$ cat config.mk
export PLATFORM = sky130hd
export DESIGN_NAME = tmr_slave_ctrl
export DESIGN_NICKNAME = d
export VERILOG_FILES = /design/src/include/tmr_pkg.sv /design/src/rtl/tmr_slave_ctrl.sv
export VERILOG_INCLUDE_DIRS = /design/src /design/src/include
export SDC_FILE = /design/constraint.sdc
export NUM_CORES = 1
export LEC_CHECK = 0
export BUFFER_PORTS_ARGS = -buffer_cell sky130_fd_sc_hd__buf_2
export CORE_AREA = 8 8 144 173
export DETAILED_ROUTE_END_ITERATION = 10
export DIE_AREA = 0 0 152 181
export PLACE_DENSITY = 0.66
export SYNTH_ARGS = -nofsm -noshare
export SYNTH_HDL_FRONTEND = slang
export SYNTH_SLANG_ARGS = --single-unit
$ cat constraint.sdc
create_clock -name core_clk_i -period 6.25 [get_ports core_clk_i]
set_input_delay 1.25 -clock core_clk_i [delete_from_list [all_inputs] [get_ports core_clk_i]]
set_output_delay 1.25 -clock core_clk_i [all_outputs]
set_load 0.05 [all_outputs]
$ cat src/include/tmr_defs.svh
// register offsets, field positions and reset values of the timer control
`ifndef TMR_DEFS_SVH
`define TMR_DEFS_SVH

// ----------------------------------------------------------------
// register offsets
// ----------------------------------------------------------------
`define TMR_OFF_CTRL 8'h00
`define TMR_OFF_SMCR 8'h02
`define TMR_OFF_IER 8'h03
`define TMR_OFF_SR1 8'h04
`define TMR_OFF_SR2 8'h05
`define TMR_OFF_EGR 8'h06
`define TMR_OFF_CCMR1 8'h07
`define TMR_OFF_CCMR2 8'h08
`define TMR_OFF_CCMR3 8'h09
`define TMR_OFF_CNT_H 8'h0a
`define TMR_OFF_CNT_L 8'h0b
`define TMR_OFF_PSC 8'h0c
`define TMR_OFF_CCR_BASE 8'h0d

// ----------------------------------------------------------------
// field positions
// ----------------------------------------------------------------
`define TMR_CTRL_RUN 0
`define TMR_CTRL_UPD_OFF 1
`define TMR_CTRL_UPD_SRC 2
`define TMR_CTRL_POL 3
`define TMR_SMCR_DELAY 7
`define TMR_SMCR_TSEL_HI 6
`define TMR_SMCR_TSEL_LO 4
`define TMR_SMCR_MODE_HI 2
`define TMR_SMCR_MODE_LO 0
`define TMR_BIT_UPD 0
`define TMR_BIT_TRG 6
`define TMR_BIT_CH0 1
`define TMR_DIR_HI 1
`define TMR_DIR_LO 0

// ----------------------------------------------------------------
// masks, codes and reset values
// ----------------------------------------------------------------
`define TMR_IER_MASK 8'h4f
`define TMR_SR1_MASK 8'h4f
`define TMR_SR2_MASK 8'h0e
`define TMR_CTRL_MASK 8'h0f
`define TMR_SMCR_MASK 8'hf7
`define TMR_PSC_MASK 8'h0f
`define TMR_RST_BYTE 8'h00
`define TMR_RST_WORD 16'h0000
`define TMR_CNT_MAX 16'hffff
`define TMR_CNT_ONE 16'h0001
`define TMR_DIR_OUT 2'b00
`define TMR_TSEL_LINE0 3'b000
`define TMR_TSEL_LINE1 3'b001
`define TMR_NUM_CH 3

`endif

$ cat src/include/tmr_pkg.sv
// types shared by the timer slave-mode and event-flag logic
`default_nettype none
package tmr_pkg;

   // ----------------------------------------------------------------
   // slave mode codes
   // ----------------------------------------------------------------
   typedef enum logic [2:0] {
      TMR_SM_OFF = 3'b000,
      TMR_SM_RES1 = 3'b001,
      TMR_SM_RES2 = 3'b010,
      TMR_SM_RES3 = 3'b011,
      TMR_SM_RESET = 3'b100,
      TMR_SM_GATED = 3'b101,
      TMR_SM_TRIG = 3'b110,
      TMR_SM_EXTCLK = 3'b111
   } tmr_smode_type;

   // ----------------------------------------------------------------
   // register port request and whole-block state
   // ----------------------------------------------------------------
   typedef struct packed {
      logic [7:0] addr;
      logic [7:0] wdata;
      logic wr;
      logic rd;
   } tmr_req_type;

   typedef struct packed {
      logic [7:0] ctrl;
      logic [7:0] smcr;
      logic [7:0] ier;
      logic [7:0] sr1;
      logic [7:0] sr2;
      logic [2:0][7:0] ccmr;
      logic [3:0] psc;
      logic [15:0] psc_cnt;
      logic [15:0] cnt;
      logic [2:0][15:0] ccr;
      logic trig_dly;
      logic trig_prev;
      logic [2:0] cap_s1;
      logic [2:0] cap_s2;
      logic [2:0] cap_prev;
      logic [7:0] rdata;
      logic trig_out;
   } tmr_state_type;

endpackage
`default_nettype wire

$ cat src/rtl/tmr_slave_ctrl.sv
// timer slave-mode controller, event flags and event generation
//
// Chosen here: the address-and-strobe port.
`include "tmr_defs.svh"
`default_nettype none
module tmr_slave_ctrl
   import tmr_pkg::*;
#(
   parameter bit HAS_TRIG_CTRL = 1'b1
) (
   // clock and reset
   input wire logic core_clk_i,
   input wire logic arst_n_i,
   // register port
   input wire logic [7:0] reg_addr_i,
   input wire logic [7:0] reg_wdata_i,
   input wire logic reg_wr_i,
   input wire logic reg_rd_i,
   output logic [7:0] reg_rdata_o,
   // internal trigger lines from other timers
   input wire logic internal_trigger_0_i,
   input wire logic internal_trigger_1_i,
   // channel capture pins
   input wire logic [2:0] chan_capture_in_i,
   // towards other timers and the interrupt controller
   output logic trigger_out_o,
   output logic [4:0] irq_req_o,
   output logic [15:0] count_o
);

   // ----------------------------------------------------------------
   // reset release
   // ----------------------------------------------------------------
   logic rst_s1_q;
   logic rst_s2_q;

   always_ff @(posedge core_clk_i or negedge arst_n_i) begin
      if (!arst_n_i) begin
         rst_s1_q <= 1'b0;
         rst_s2_q <= 1'b0;
      end else begin
         rst_s1_q <= 1'b1;
         rst_s2_q <= rst_s1_q;
      end
   end

   // ----------------------------------------------------------------
   // state
   // ----------------------------------------------------------------
   tmr_state_type st_q;
   tmr_state_type st_d;
   tmr_req_type req;

   assign req = '{addr: reg_addr_i, wdata: reg_wdata_i,
                  wr: reg_wr_i, rd: reg_rd_i};

   // ----------------------------------------------------------------
   // next state
   // ----------------------------------------------------------------
   always_comb begin
      logic trig_sel;
      logic trig_now;
      logic trig_eff;
      logic trig_rise;
      logic trig_fall;
      logic ctrl_on;
      logic run_en;
      logic count_in;
      logic tick;
      logic ovf;
      logic upd_evt;
      logic upd_flag;
      logic cnt_reset;
      logic [15:0] psc_lim;
      logic [15:0] cnt_nx;
      logic [7:0] egr;
      logic [7:0] clr1;
      logic [7:0] clr2;
      logic [7:0] set1;
      logic [7:0] set2;
      logic [2:0] cap_edge;
      logic cap;
      logic is_out;
      tmr_smode_type sm;

      st_d = st_q;
      trig_sel = 1'b0;
      set1 = `TMR_RST_BYTE;
      set2 = `TMR_RST_BYTE;
      clr1 = `TMR_RST_BYTE;
      clr2 = `TMR_RST_BYTE;
      egr = `TMR_RST_BYTE;
      cap = 1'b0;
      is_out = 1'b0;
      cnt_nx = st_q.cnt;
      trig_now = 1'b0;
      trig_eff = 1'b0;
      trig_rise = 1'b0;
      trig_fall = 1'b0;
      ctrl_on = 1'b0;
      run_en = 1'b0;
      count_in = 1'b0;
      tick = 1'b0;
      ovf = 1'b0;
      upd_evt = 1'b0;
      upd_flag = 1'b0;
      cnt_reset = 1'b0;
      psc_lim = `TMR_RST_WORD;
      cap_edge = 3'h0;
      sm = tmr_smode_type'(st_q.smcr[`TMR_SMCR_MODE_HI:`TMR_SMCR_MODE_LO]);

      if (st_q.smcr[`TMR_SMCR_TSEL_HI:`TMR_SMCR_TSEL_LO] ==
          `TMR_TSEL_LINE0) begin
         trig_sel = internal_trigger_0_i;
      end else if (st_q.smcr[`TMR_SMCR_TSEL_HI:`TMR_SMCR_TSEL_LO] ==
                   `TMR_TSEL_LINE1) begin
         trig_sel = internal_trigger_1_i;
      end
      trig_now = trig_sel ^ st_q.ctrl[`TMR_CTRL_POL];
      // one extra stage matches the master's output delay
      trig_eff = st_q.smcr[`TMR_SMCR_DELAY] ? st_q.trig_dly : trig_now;
      trig_rise = trig_eff & ~st_q.trig_prev;
      trig_fall = ~trig_eff & st_q.trig_prev;
      st_d.trig_dly = trig_now;
      st_d.trig_prev = trig_eff;

      // controller absent, reserved codes do nothing
      ctrl_on = HAS_TRIG_CTRL && sm[2];

      // trigger mode sets the enable, never clears it
      if (ctrl_on && sm == TMR_SM_TRIG && trig_rise) begin
         st_d.ctrl[`TMR_CTRL_RUN] = 1'b1;
      end
      run_en = st_q.ctrl[`TMR_CTRL_RUN];

      count_in = 1'b0;
      if (run_en) begin
         if (ctrl_on && sm == TMR_SM_GATED) begin
            // gated by trigger level, no reset on stop
            count_in = trig_eff;
         end else if (ctrl_on && sm == TMR_SM_EXTCLK) begin
            // one prescaler input per rising trigger
            count_in = trig_rise;
         end else begin
            count_in = 1'b1;
         end
      end

      // prescaler, divide by two to the power of psc
      psc_lim = (`TMR_CNT_ONE << st_q.psc) - `TMR_CNT_ONE;
      tick = 1'b0;
      if (count_in) begin
         if (st_q.psc_cnt >= psc_lim) begin
            st_d.psc_cnt = `TMR_RST_WORD;
            tick = 1'b1;
         end else begin
            st_d.psc_cnt = st_q.psc_cnt + `TMR_CNT_ONE;
         end
      end
      ovf = tick && (st_q.cnt == `TMR_CNT_MAX);
      if (tick) begin
         cnt_nx = st_q.cnt + `TMR_CNT_ONE;
      end

      // register writes
      if (req.wr) begin
         if (req.addr == `TMR_OFF_CTRL) begin
            st_d.ctrl = req.wdata & `TMR_CTRL_MASK;
         end else if (req.addr == `TMR_OFF_SMCR) begin
            st_d.smcr = req.wdata & `TMR_SMCR_MASK;
         end else if (req.addr == `TMR_OFF_IER) begin
            st_d.ier = req.wdata & `TMR_IER_MASK;
         end else if (req.addr == `TMR_OFF_SR1) begin
            clr1 = ~req.wdata & `TMR_SR1_MASK;
         end else if (req.addr == `TMR_OFF_SR2) begin
            clr2 = ~req.wdata & `TMR_SR2_MASK;
         end else if (req.addr == `TMR_OFF_EGR) begin
            egr = req.wdata & `TMR_SR1_MASK;
         end else if (req.addr >= `TMR_OFF_CCMR1 &&
                      req.addr <= `TMR_OFF_CCMR3) begin
            st_d.ccmr[2'(req.addr - `TMR_OFF_CCMR1)] = req.wdata;
         end else if (req.addr == `TMR_OFF_CNT_H) begin
            cnt_nx = {req.wdata, st_q.cnt[7:0]};
         end else if (req.addr == `TMR_OFF_CNT_L) begin
            cnt_nx = {st_q.cnt[15:8], req.wdata};
         end else if (req.addr == `TMR_OFF_PSC) begin
            st_d.psc = req.wdata[3:0];
         end else begin
            for (int i = 0; i < `TMR_NUM_CH; i++) begin
               if (req.addr == `TMR_OFF_CCR_BASE + 8'(2 * i)) begin
                  st_d.ccr[i][15:8] = req.wdata;
               end else if (req.addr ==
                            `TMR_OFF_CCR_BASE + 8'(2 * i + 1)) begin
                  st_d.ccr[i][7:0] = req.wdata;
               end
            end
         end
      end
      if (!HAS_TRIG_CTRL) begin
         st_d.ier[`TMR_BIT_TRG] = 1'b0;
         egr[`TMR_BIT_TRG] = 1'b0;
      end

      cnt_reset = ctrl_on && sm == TMR_SM_RESET && trig_rise;
      // software update clears counter and prescaler
      if (egr[`TMR_BIT_UPD] || cnt_reset) begin
         cnt_nx = `TMR_RST_WORD;
         st_d.psc_cnt = `TMR_RST_WORD;
      end
      upd_evt = !st_q.ctrl[`TMR_CTRL_UPD_OFF] &&
                (ovf || egr[`TMR_BIT_UPD] || cnt_reset);
      upd_flag = !st_q.ctrl[`TMR_CTRL_UPD_OFF] &&
                 (ovf || ((egr[`TMR_BIT_UPD] || cnt_reset) &&
                  !st_q.ctrl[`TMR_CTRL_UPD_SRC]));
      set1[`TMR_BIT_UPD] = upd_flag;
      st_d.trig_out = upd_evt;
      st_d.cnt = cnt_nx;

      // trigger flag, both edges when gated
      set1[`TMR_BIT_TRG] = (ctrl_on && (trig_rise ||
                            (sm == TMR_SM_GATED && trig_fall))) ||
                           egr[`TMR_BIT_TRG];

      // capture pins pass two flops before use
      st_d.cap_s1 = chan_capture_in_i;
      st_d.cap_s2 = st_q.cap_s1;
      st_d.cap_prev = st_q.cap_s2;
      cap_edge = st_q.cap_s2 & ~st_q.cap_prev;

      for (int i = 0; i < `TMR_NUM_CH; i++) begin
         is_out = st_q.ccmr[i][`TMR_DIR_HI:`TMR_DIR_LO] == `TMR_DIR_OUT;
         if (is_out) begin
            // generate on output sets flag only
            set1[`TMR_BIT_CH0 + i] = (tick && cnt_nx == st_q.ccr[i]) ||
                                     egr[`TMR_BIT_CH0 + i];
         end else begin
            cap = cap_edge[i] || egr[`TMR_BIT_CH0 + i];
            if (cap) begin
               st_d.ccr[i] = st_q.cnt;
            end
            set1[`TMR_BIT_CH0 + i] = cap;
            set2[`TMR_BIT_CH0 + i] = cap && st_q.sr1[`TMR_BIT_CH0 + i];
            // low byte read clears the flag
            if (req.rd && req.addr == `TMR_OFF_CCR_BASE + 8'(2 * i + 1)) begin
               clr1[`TMR_BIT_CH0 + i] = 1'b1;
            end
         end
      end

      // written zeros clear, capture-channel low byte reads clear sr1 only; set beats clear
      st_d.sr1 = ((st_q.sr1 & ~clr1) | set1) & `TMR_SR1_MASK;
      st_d.sr2 = ((st_q.sr2 & ~clr2) | set2) & `TMR_SR2_MASK;

      // read data, valid only the cycle after the strobe
      st_d.rdata = `TMR_RST_BYTE;
      if (req.rd) begin
         if (req.addr == `TMR_OFF_CTRL) begin
            st_d.rdata = st_q.ctrl;
         end else if (req.addr == `TMR_OFF_SMCR) begin
            st_d.rdata = st_q.smcr;
         end else if (req.addr == `TMR_OFF_IER) begin
            st_d.rdata = st_q.ier;
         end else if (req.addr == `TMR_OFF_SR1) begin
            st_d.rdata = st_q.sr1;
         end else if (req.addr == `TMR_OFF_SR2) begin
            st_d.rdata = st_q.sr2;
         end else if (req.addr >= `TMR_OFF_CCMR1 &&
                      req.addr <= `TMR_OFF_CCMR3) begin
            st_d.rdata = st_q.ccmr[2'(req.addr - `TMR_OFF_CCMR1)];
         end else if (req.addr == `TMR_OFF_CNT_H) begin
            st_d.rdata = st_q.cnt[15:8];
         end else if (req.addr == `TMR_OFF_CNT_L) begin
            st_d.rdata = st_q.cnt[7:0];
         end else if (req.addr == `TMR_OFF_PSC) begin
            st_d.rdata = {4'h0, st_q.psc};
         end else begin
            for (int i = 0; i < `TMR_NUM_CH; i++) begin
               if (req.addr == `TMR_OFF_CCR_BASE + 8'(2 * i)) begin
                  st_d.rdata = st_q.ccr[i][15:8];
               end else if (req.addr ==
                            `TMR_OFF_CCR_BASE + 8'(2 * i + 1)) begin
                  st_d.rdata = st_q.ccr[i][7:0];
               end
            end
         end
      end
   end

   // ----------------------------------------------------------------
   // registers
   // ----------------------------------------------------------------
   always_ff @(posedge core_clk_i or negedge rst_s2_q) begin
      if (!rst_s2_q) begin
         st_q <= '0;
      end else begin
         st_q <= st_d;
      end
   end

   // ----------------------------------------------------------------
   // outputs
   // ----------------------------------------------------------------
   assign reg_rdata_o = st_q.rdata;
   assign trigger_out_o = st_q.trig_out;
   assign count_o = st_q.cnt;
   assign irq_req_o = {st_q.sr1[`TMR_BIT_TRG] & st_q.ier[`TMR_BIT_TRG],
                       st_q.sr1[3:0] & st_q.ier[3:0]};

endmodule
`default_nettype wire

==> reports/metrics.csv, run 1 <==
stage;metric;value;unit
synth;cell type with the largest total area after synthesis;sky130_fd_sc_hd__dfrtp_1;
final_layout;layout overhead on the synthesized area;10.3;%
clocking;CTS Root Cell;sky130_fd_sc_hd__clkbuf_16;
grt;number of antenna violations at the first check in global routing;0;
synth;cell count after synthesis;1262;
synth;asr flop ratio synth;1.00;
route;vias;10800;
clocking;CTS buffer count;17;
timing;Hold WS;275;ps
floorplanning;Core Rows;60;
timing;final hold violations;0;
power_and_ir_drop;total power of the final layout;3.08;mW
timing;Worst Tran Pin Value;1030;ps
min_path;Tightest Hold Check Type;flop to asynchronous set/reset pin;
grt;total global routing track utilization;0.327;
clocking;Sinks on Clock Net;154;
setup_path;data arrival time at the worst-slack endpoint;6000;ps
synth;distinct cell type count after synthesis;84;
setup_path;category of the worst setup path launch point;flop;
timing;post-route worst setup slack;591;ps
synth;proportion of synthesized chip area in sequential cells;0.357;
final_layout;count of filler cells inserted in the layout;2081;
setup_path;Slowest cell on crit path;sky130_fd_sc_hd__or4_1;
final_layout;Multi-input gate area;6410;µm²
setup_path;sequence of cells on the critical path;or2_2, or3_1, ha_1, or2_2, o21ai_0, a32oi_1, ha_1, o21a_1, nor2_1, a2111oi_1, a211oi_1, buf_4, or4_1, xor2_1, o31a_1, nand4_1, or4_1, o31ai_2;
route;Post-DRT Antenna Nets;0;
power_and_ir_drop;leak pwr;5.19;nW
timing;setup-violating endpoint count in the final report;0;
final_layout;share of cells above drive strength 1;0.170;
grt;largest net degree at the start of global routing;73;
place;PortBufs;54;
clocking;CTS tree;done;
synth;flops & latches, synth;154;
clocking;maximum buffer depth of the clock tree;2;
floorplanning;Core Area;22100;µm²
grt;GRT Residual Overflow;0;
floorplanning;die height;181;µm
timing;final worst path period need;5660;ps
clocking;H-Tree Level Count;4;
floorplanning;Ports;55;
setup_path;type of the worst setup path;flop to flop;
setup_path;largest stage delay on the critical path;570;ps
clocking;total of hold buffers inserted after clock tree synthesis;0;
timing;total negative slack for setup checks;0;ps
floorplanning;Die Footprint;27500;µm²
power_and_ir_drop;Max VDD drop;0.165;mV
grt;first-pass GRT wire length;67.5;mm
place;routability congestion estimate from global placement;1.05;
final_layout;highest-count cells in the layout ignoring fill and taps;153 x sky130_fd_sc_hd__dfrtp_1, 146 x sky130_fd_sc_hd__nand2_1, 101 x sky130_fd_sc_hd__o21ai_0;
route;WL final;45.5;mm
floorplanning;Horiz. Die Dim;152;µm
setup_path;flop2flop setup slack;590;ps
route;total DRC errors in the routed layout;0;
synth;number of enable-type register cells in the synthesized netlist;0;
final_layout;net count of the finished layout;1325;
timing;clock skew;19.3;ps
timing;remaining max-slew budget at the tightest pin;0.307;
place;HPWL Detailed;32.8;mm
clocking;count of cells resized by post-cts repair;0;
route;Wirelength per Cell;29.0;µm
timing;pins over their slew limit;0;
clocking;post-CTS setup repair buffer count;0;
floorplanning;Starting Density;0.488;
grt;vias in the first global route;10400;
timing;crit share post-route;0.906;
route;vias per cell;6.91;
route;number of violations reported at the end of detailed-routing iteration 0;1445;
synth;area share of the largest cell type after synthesis;0.357;
synth;leading register cell type out of synthesis;sky130_fd_sc_hd__dfrtp_1;
timing;RSZ-0062 raised after global routing;false;
setup_path;critical path endpoint category;flop;
place;Place WS;445;ps
clocking;clock latency on the worst-skew pair;440;ps
final_layout;leading cell type in the layout, fill and taps excluded;sky130_fd_sc_hd__dfrtp_1;
timing;Fmax;177;MHz
final_layout;sequential cell area;3860;µm²
route;number of iterations in the first detailed-routing pass;7;
final_layout;diode count;0;
setup_path;required time reported for the critical path endpoint;6600;ps
status;outcome;finished clean;
synth;synth top area cells;sky130_fd_sc_hd__dfrtp_1 36%, sky130_fd_sc_hd__mux2i_1 5.7%, sky130_fd_sc_hd__nand2_1 5.1%;
job;count of maximum capacitance violations;0;
power_and_ir_drop;areal power density over the cells;259;nW/µm²
clocking;register clock-pin slew on the reported worst setup and hold paths;80;ps
synth;Synthesis Warnings;0;
synth;Mapped Area;10800;µm²
synth;average size of a mapped cell;8.56;µm²
setup_path;maximum net fanout on the critical path;12;
[critical path, delay by kind of cell, from the launching register on]
kind                     cells  cell delay, ps
AO/OA/AOI/OAI                7            1490
XOR/XNOR                     1             500
adder cells (fa/ha/maj)      2             590
buffers and inverters        1             220
flip-flops                   1             500
AND/OR/NAND/NOR              7            2270
[routing by layer]
layer  GRT usage  share of wire  up-vias
li1            -              -     4682
met2       0.488           0.43      759
met3      0.0804           0.11      174
met1       0.428           0.40     5216
met5           0              0        -
met4       0.178          0.058        0
[flip-flops by register name, indices dropped and copies added (netlist names)]
name	count
rst_s1_q	1
rst_s2_q	1
trigger_out_o	1
st_q	121
reg_rdata_o	8
st_d	6
count_o	16
[worst paths after layout]
check                      depth (start not counted)   endpoint      start
max reg2reg                                       18  st_q[137]  st_q[101]
min in group core_clk_i                            0   st_d[11]   st_d[14]
max                                               18  st_q[137]  st_q[101]
max in group asynchronous                          1   st_q[84]   rst_s2_q
min                                                0   st_q[20]   rst_s2_q
min reg2reg                                        0   st_q[20]   rst_s2_q
[metrics by stage]
step	instances	util	instance area, µm²
final	1568	0.538	11900
after global routing	1568	0.538	11900
after CTS	1568	0.538	11900
after detailed placement	1536	0.510	11300
after global placement	1536	0.510	11300
after floorplan	1263	-	10800
[cell type report]
cell class | count | area share
clock buffer | 18 | 0.0369
multi-input combinational | 986 | 0.538
clock inverter | 14 | 0.0151
inverter | 17 | 0.00536
sequential | 154 | 0.324
tap | 279 | 0.0293
timing repair buffer | 100 | 0.0517
[where the power goes]
group,switching [mW],total (mW),internal (mW)
Combinational,0.461,0.714,0.253
Sequential,0.180,1.26,1.07
Clock,0.496,1.12,0.619
Total,1.14,3.08,1.95
[kinds of logic (layout without fill, tap and decap cells)]
| group | Yosys count | in the layout | synth area share |
|---|---|---|---|
| multiplexers | 109 | 109 | 0.107 |
| buffers and inverters | 123 | 149 | 0.0528 |
| flip-flops | 154 | 154 | 0.357 |
| AO/OA/AOI/OAI | 349 | 349 | 0.214 |
| adder cells (fa/ha/maj) | 24 | 24 | 0.0278 |
| other | 1 | 2 | 0.000347 |
| XOR/XNOR | 37 | 37 | 0.0300 |
| AND/OR/NAND/NOR | 465 | 465 | 0.212 |
[Yosys cell counts, types with 12 or more instances]
master                     count
sky130_fd_sc_hd__nand4_1      18
sky130_fd_sc_hd__clkbuf_1     68
sky130_fd_sc_hd__a31oi_1      13
sky130_fd_sc_hd__mux2_2       48
sky130_fd_sc_hd__nor2_1      103
sky130_fd_sc_hd__ha_1         24
sky130_fd_sc_hd__a22oi_1      12
sky130_fd_sc_hd__mux2i_1      61
sky130_fd_sc_hd__and3_1       15
sky130_fd_sc_hd__nor3_1       32
sky130_fd_sc_hd__nand3_1      46
sky130_fd_sc_hd__o21ai_0     101
sky130_fd_sc_hd__o22ai_1      28
sky130_fd_sc_hd__nand2_1     147
sky130_fd_sc_hd__a21oi_1      70
sky130_fd_sc_hd__xnor2_1      22
sky130_fd_sc_hd__inv_1        16
sky130_fd_sc_hd__buf_4        25
sky130_fd_sc_hd__dfrtp_1     154
sky130_fd_sc_hd__a211oi_1     12
sky130_fd_sc_hd__xor2_1       15
sky130_fd_sc_hd__o211ai_1     14
No activity file was read; power rests on OpenSTA's default activity.
==> inputs of run 2 (changes only) <==
CORE_AREA = 8 8 151 181   (was 8 8 144 173)
DIE_AREA = 0 0 159 189   (was 0 0 152 181)
PLACE_DENSITY = not set   (was 0.66)
==> reports/metrics.csv, run 2 (synthesized netlist as in run 1, its figures left out) <==
stage;metric;value;unit;change
power_and_ir_drop;share of total power consumed by net switching;0.365;;-0.00363
floorplanning;Core Area;24400;µm²;+10%
grt;vias in the first global route;10500;;+1.6%
timing;total negative slack for setup checks;0;ps;unchanged
power_and_ir_drop;internal power component;1.91;mW;-1.7%
timing;final worst path period need;5490;ps;-174 ps
route;vias per cell;6.64;;-3.8%
final_layout;leading cell type in the layout, fill and taps excluded;sky130_fd_sc_hd__dfrtp_1;;
place;PortBufs;54;;unchanged
clocking;CTS buffer count;17;;unchanged
power_and_ir_drop;Gate power share;0.239;;+0.008
timing;crit share post-route;0.878;;-0.0278
route;vias;10700;;-1.2%
status;outcome;finished clean;;
timing;clock skew;20.6;ps;+1.32 ps
final_layout;flip-flop count of the largest register, all copies and words added;121;;unchanged
timing;remaining max-slew budget at the tightest pin;0.140;;-0.167
clocking;CTS tree;done;;
clocking;clock latency on the worst-skew pair;450;ps;about the same
power_and_ir_drop;net switching power figure;1.10;mW;-3.2%
final_layout;layout overhead on the synthesized area;9.91;%;
route;number of violations reported at the end of detailed-routing iteration 0;1388;;-3.9%
timing;final hold violations;0;;unchanged
route;highest metal layer with signal wires;met5;;
route;Wirelength per Cell;29.6;µm;+2.0%
timing;setup-violating endpoint count in the final report;0;;unchanged
route;Post-DRT Antenna Nets;0;;unchanged
power_and_ir_drop;Clock Power Share;0.342;;-0.020
final_layout;highest-count cells in the layout ignoring fill and taps;153 x sky130_fd_sc_hd__dfrtp_1, 147 x sky130_fd_sc_hd__nand2_1, 101 x sky130_fd_sc_hd__o21ai_0;;
route;WL final;47.7;mm;+4.8%
job;count of maximum capacitance violations;0;;unchanged
clocking;count of cells resized by post-cts repair;0;;unchanged
setup_path;required time reported for the critical path endpoint;6600;ps;about the same
power_and_ir_drop;Max VDD drop;0.179;mV;+8.7%
floorplanning;Ports;55;;unchanged
timing;Worst Tran Pin Value;1290;ps;+254 ps
route;number of iterations in the first detailed-routing pass;6;;-1
floorplanning;Die Footprint;30100;µm²;+9.2%
grt;total global routing track utilization;0.312;;-0.0147
grt;GRT Residual Overflow;0;;unchanged
clocking;total of hold buffers inserted after clock tree synthesis;0;;unchanged
timing;RSZ-0062 raised after global routing;false;;
setup_path;data arrival time at the worst-slack endpoint;5830;ps;-170 ps
setup_path;category of the worst setup path launch point;flop;;
floorplanning;die height;189;µm;+4.4%
route;total DRC errors in the routed layout;0;;unchanged
clocking;CTS Root Cell;sky130_fd_sc_hd__clkbuf_16;;
power_and_ir_drop;areal power density over the cells;254;nW/µm²;-1.9%
grt;largest net degree at the start of global routing;79;;+8.2%
route;detailed route wirelength on metal2;21.5;mm;+10%
clocking;H-Tree Level Count;4;;unchanged
setup_path;maximum net fanout on the critical path;12;;unchanged
clocking;register clock-pin slew on the reported worst setup and hold paths;70;ps;about the same
timing;pins over their slew limit;0;;unchanged
floorplanning;Horiz. Die Dim;159;µm;+4.6%
final_layout;share of cells above drive strength 1;0.163;;-0.00648
floorplanning;Starting Density;0.442;;-0.0457
timing;Fmax;182;MHz;+3.2%
route;met3 wire length;4.31;mm;-13%
setup_path;type of the worst setup path;flop to flop;;
floorplanning;Core Rows;63;;+5.0%
place;routability congestion estimate from global placement;1.11;;+6.2%
route;length of routed wiring on met1;18.3;mm;-0.60%
grt;number of antenna violations at the first check in global routing;1;;+1
power_and_ir_drop;total power of the final layout;3.02;mW;-2.2%
setup_path;critical path endpoint category;flop;;
place;HPWL Detailed;35.0;mm;+6.6%
clocking;Sinks on Clock Net;154;;unchanged
clocking;post-CTS setup repair buffer count;0;;unchanged
power_and_ir_drop;leak pwr;5.13;nW;-1.1%
final_layout;register with the highest flop count;st_q;;
power_and_ir_drop;power share of the sequential group;0.419;;+0.012
min_path;Tightest Hold Check Type;flop to flop;;
timing;Hold WS;349;ps;+73.6 ps
final_layout;net count of the finished layout;1322;;-0.23%
clocking;maximum buffer depth of the clock tree;2;;unchanged
grt;first-pass GRT wire length;70.0;mm;+3.7%
[run 2: cell count changes in the layout (fill, tap and decap cells not counted), sizes merged]
cell	change
inv	-6
buf	-3
clkbuf	+2
clkinv	+2
clkinvlp	+1
diode	+1
[run 2: worst paths after layout]
check	from	to	slack (ps)	cells past startpoint
worst min register to register	st_d[14]	st_d[11]	350	0
worst max register to register	st_q[101]	st_q[137]	760	19
worst max-delay path	st_q[101]	st_q[137]	760	19
min in group asynchronous	rst_s2_q	st_q[120]	480	0
worst min-delay path	st_d[14]	st_d[11]	350	0
max in group asynchronous	rst_s2_q	st_q[45]	4200	1
[run 2: power groups by stage]
stage	combinational (mW)	sequential [mW]	clock (mW)
after floorplan	0.508	1.17	0
after global placement	0.702	1.27	0
after detailed placement	0.698	1.27	0
after CTS	0.700	1.25	1.05
after global routing	0.773	1.27	1.09
final	0.722	1.26	1.03
[run 2: cell type report]
class,count,area (µm²)
fill,2432,12600
timing repair buffer,97,593
inverter,17,63.8
clock inverter,11,124
clock buffer,20,437
antenna,1,2.50
multi-input combinational,986,6390
tap,325,407
sequential,154,3860
[run 2: metrics by stage]
| step | utilization | instances | instance area [µm²] | worst slack, ps |
|---|---|---|---|---|
| floorplan | - | 1263 | 10800 | 1360 |
| global placement | 0.463 | 1579 | 11300 | 872 |
| detailed placement | 0.463 | 1579 | 11300 | 835 |
| CTS | 0.486 | 1610 | 11900 | 832 |
| global route | 0.486 | 1610 | 11900 | 296 |
| finish | 0.486 | 1611 | 11900 | 764 |
[run 2: critical path: stages, from the launching register on]
cell and delay [ps]:
sky130_fd_sc_hd__dfrtp_1 500, sky130_fd_sc_hd__or2_2 360, sky130_fd_sc_hd__or3_1 350, sky130_fd_sc_hd__ha_1 280, sky130_fd_sc_hd__or2_2 320, sky130_fd_sc_hd__o21ai_0 150, sky130_fd_sc_hd__a32oi_1 130, sky130_fd_sc_hd__ha_1 310
sky130_fd_sc_hd__o21a_1 120, sky130_fd_sc_hd__nor2_1 40, sky130_fd_sc_hd__a2111oi_0 390, sky130_fd_sc_hd__buf_4 180, sky130_fd_sc_hd__a211o_1 150, sky130_fd_sc_hd__buf_4 220, sky130_fd_sc_hd__nor3_1 60, sky130_fd_sc_hd__or4_1 610
sky130_fd_sc_hd__xnor2_1 190, sky130_fd_sc_hd__a2111o_1 400, sky130_fd_sc_hd__or4_1 430, sky130_fd_sc_hd__o31ai_2 210
[run 2: layer usage]
metal / track usage / vias to the layer above
met1: 0.372 / 5183
met4: 0.216 / 2
li1: - / 4655
met5: 0 / -
met2: 0.490 / 669
met3: 0.0789 / 196
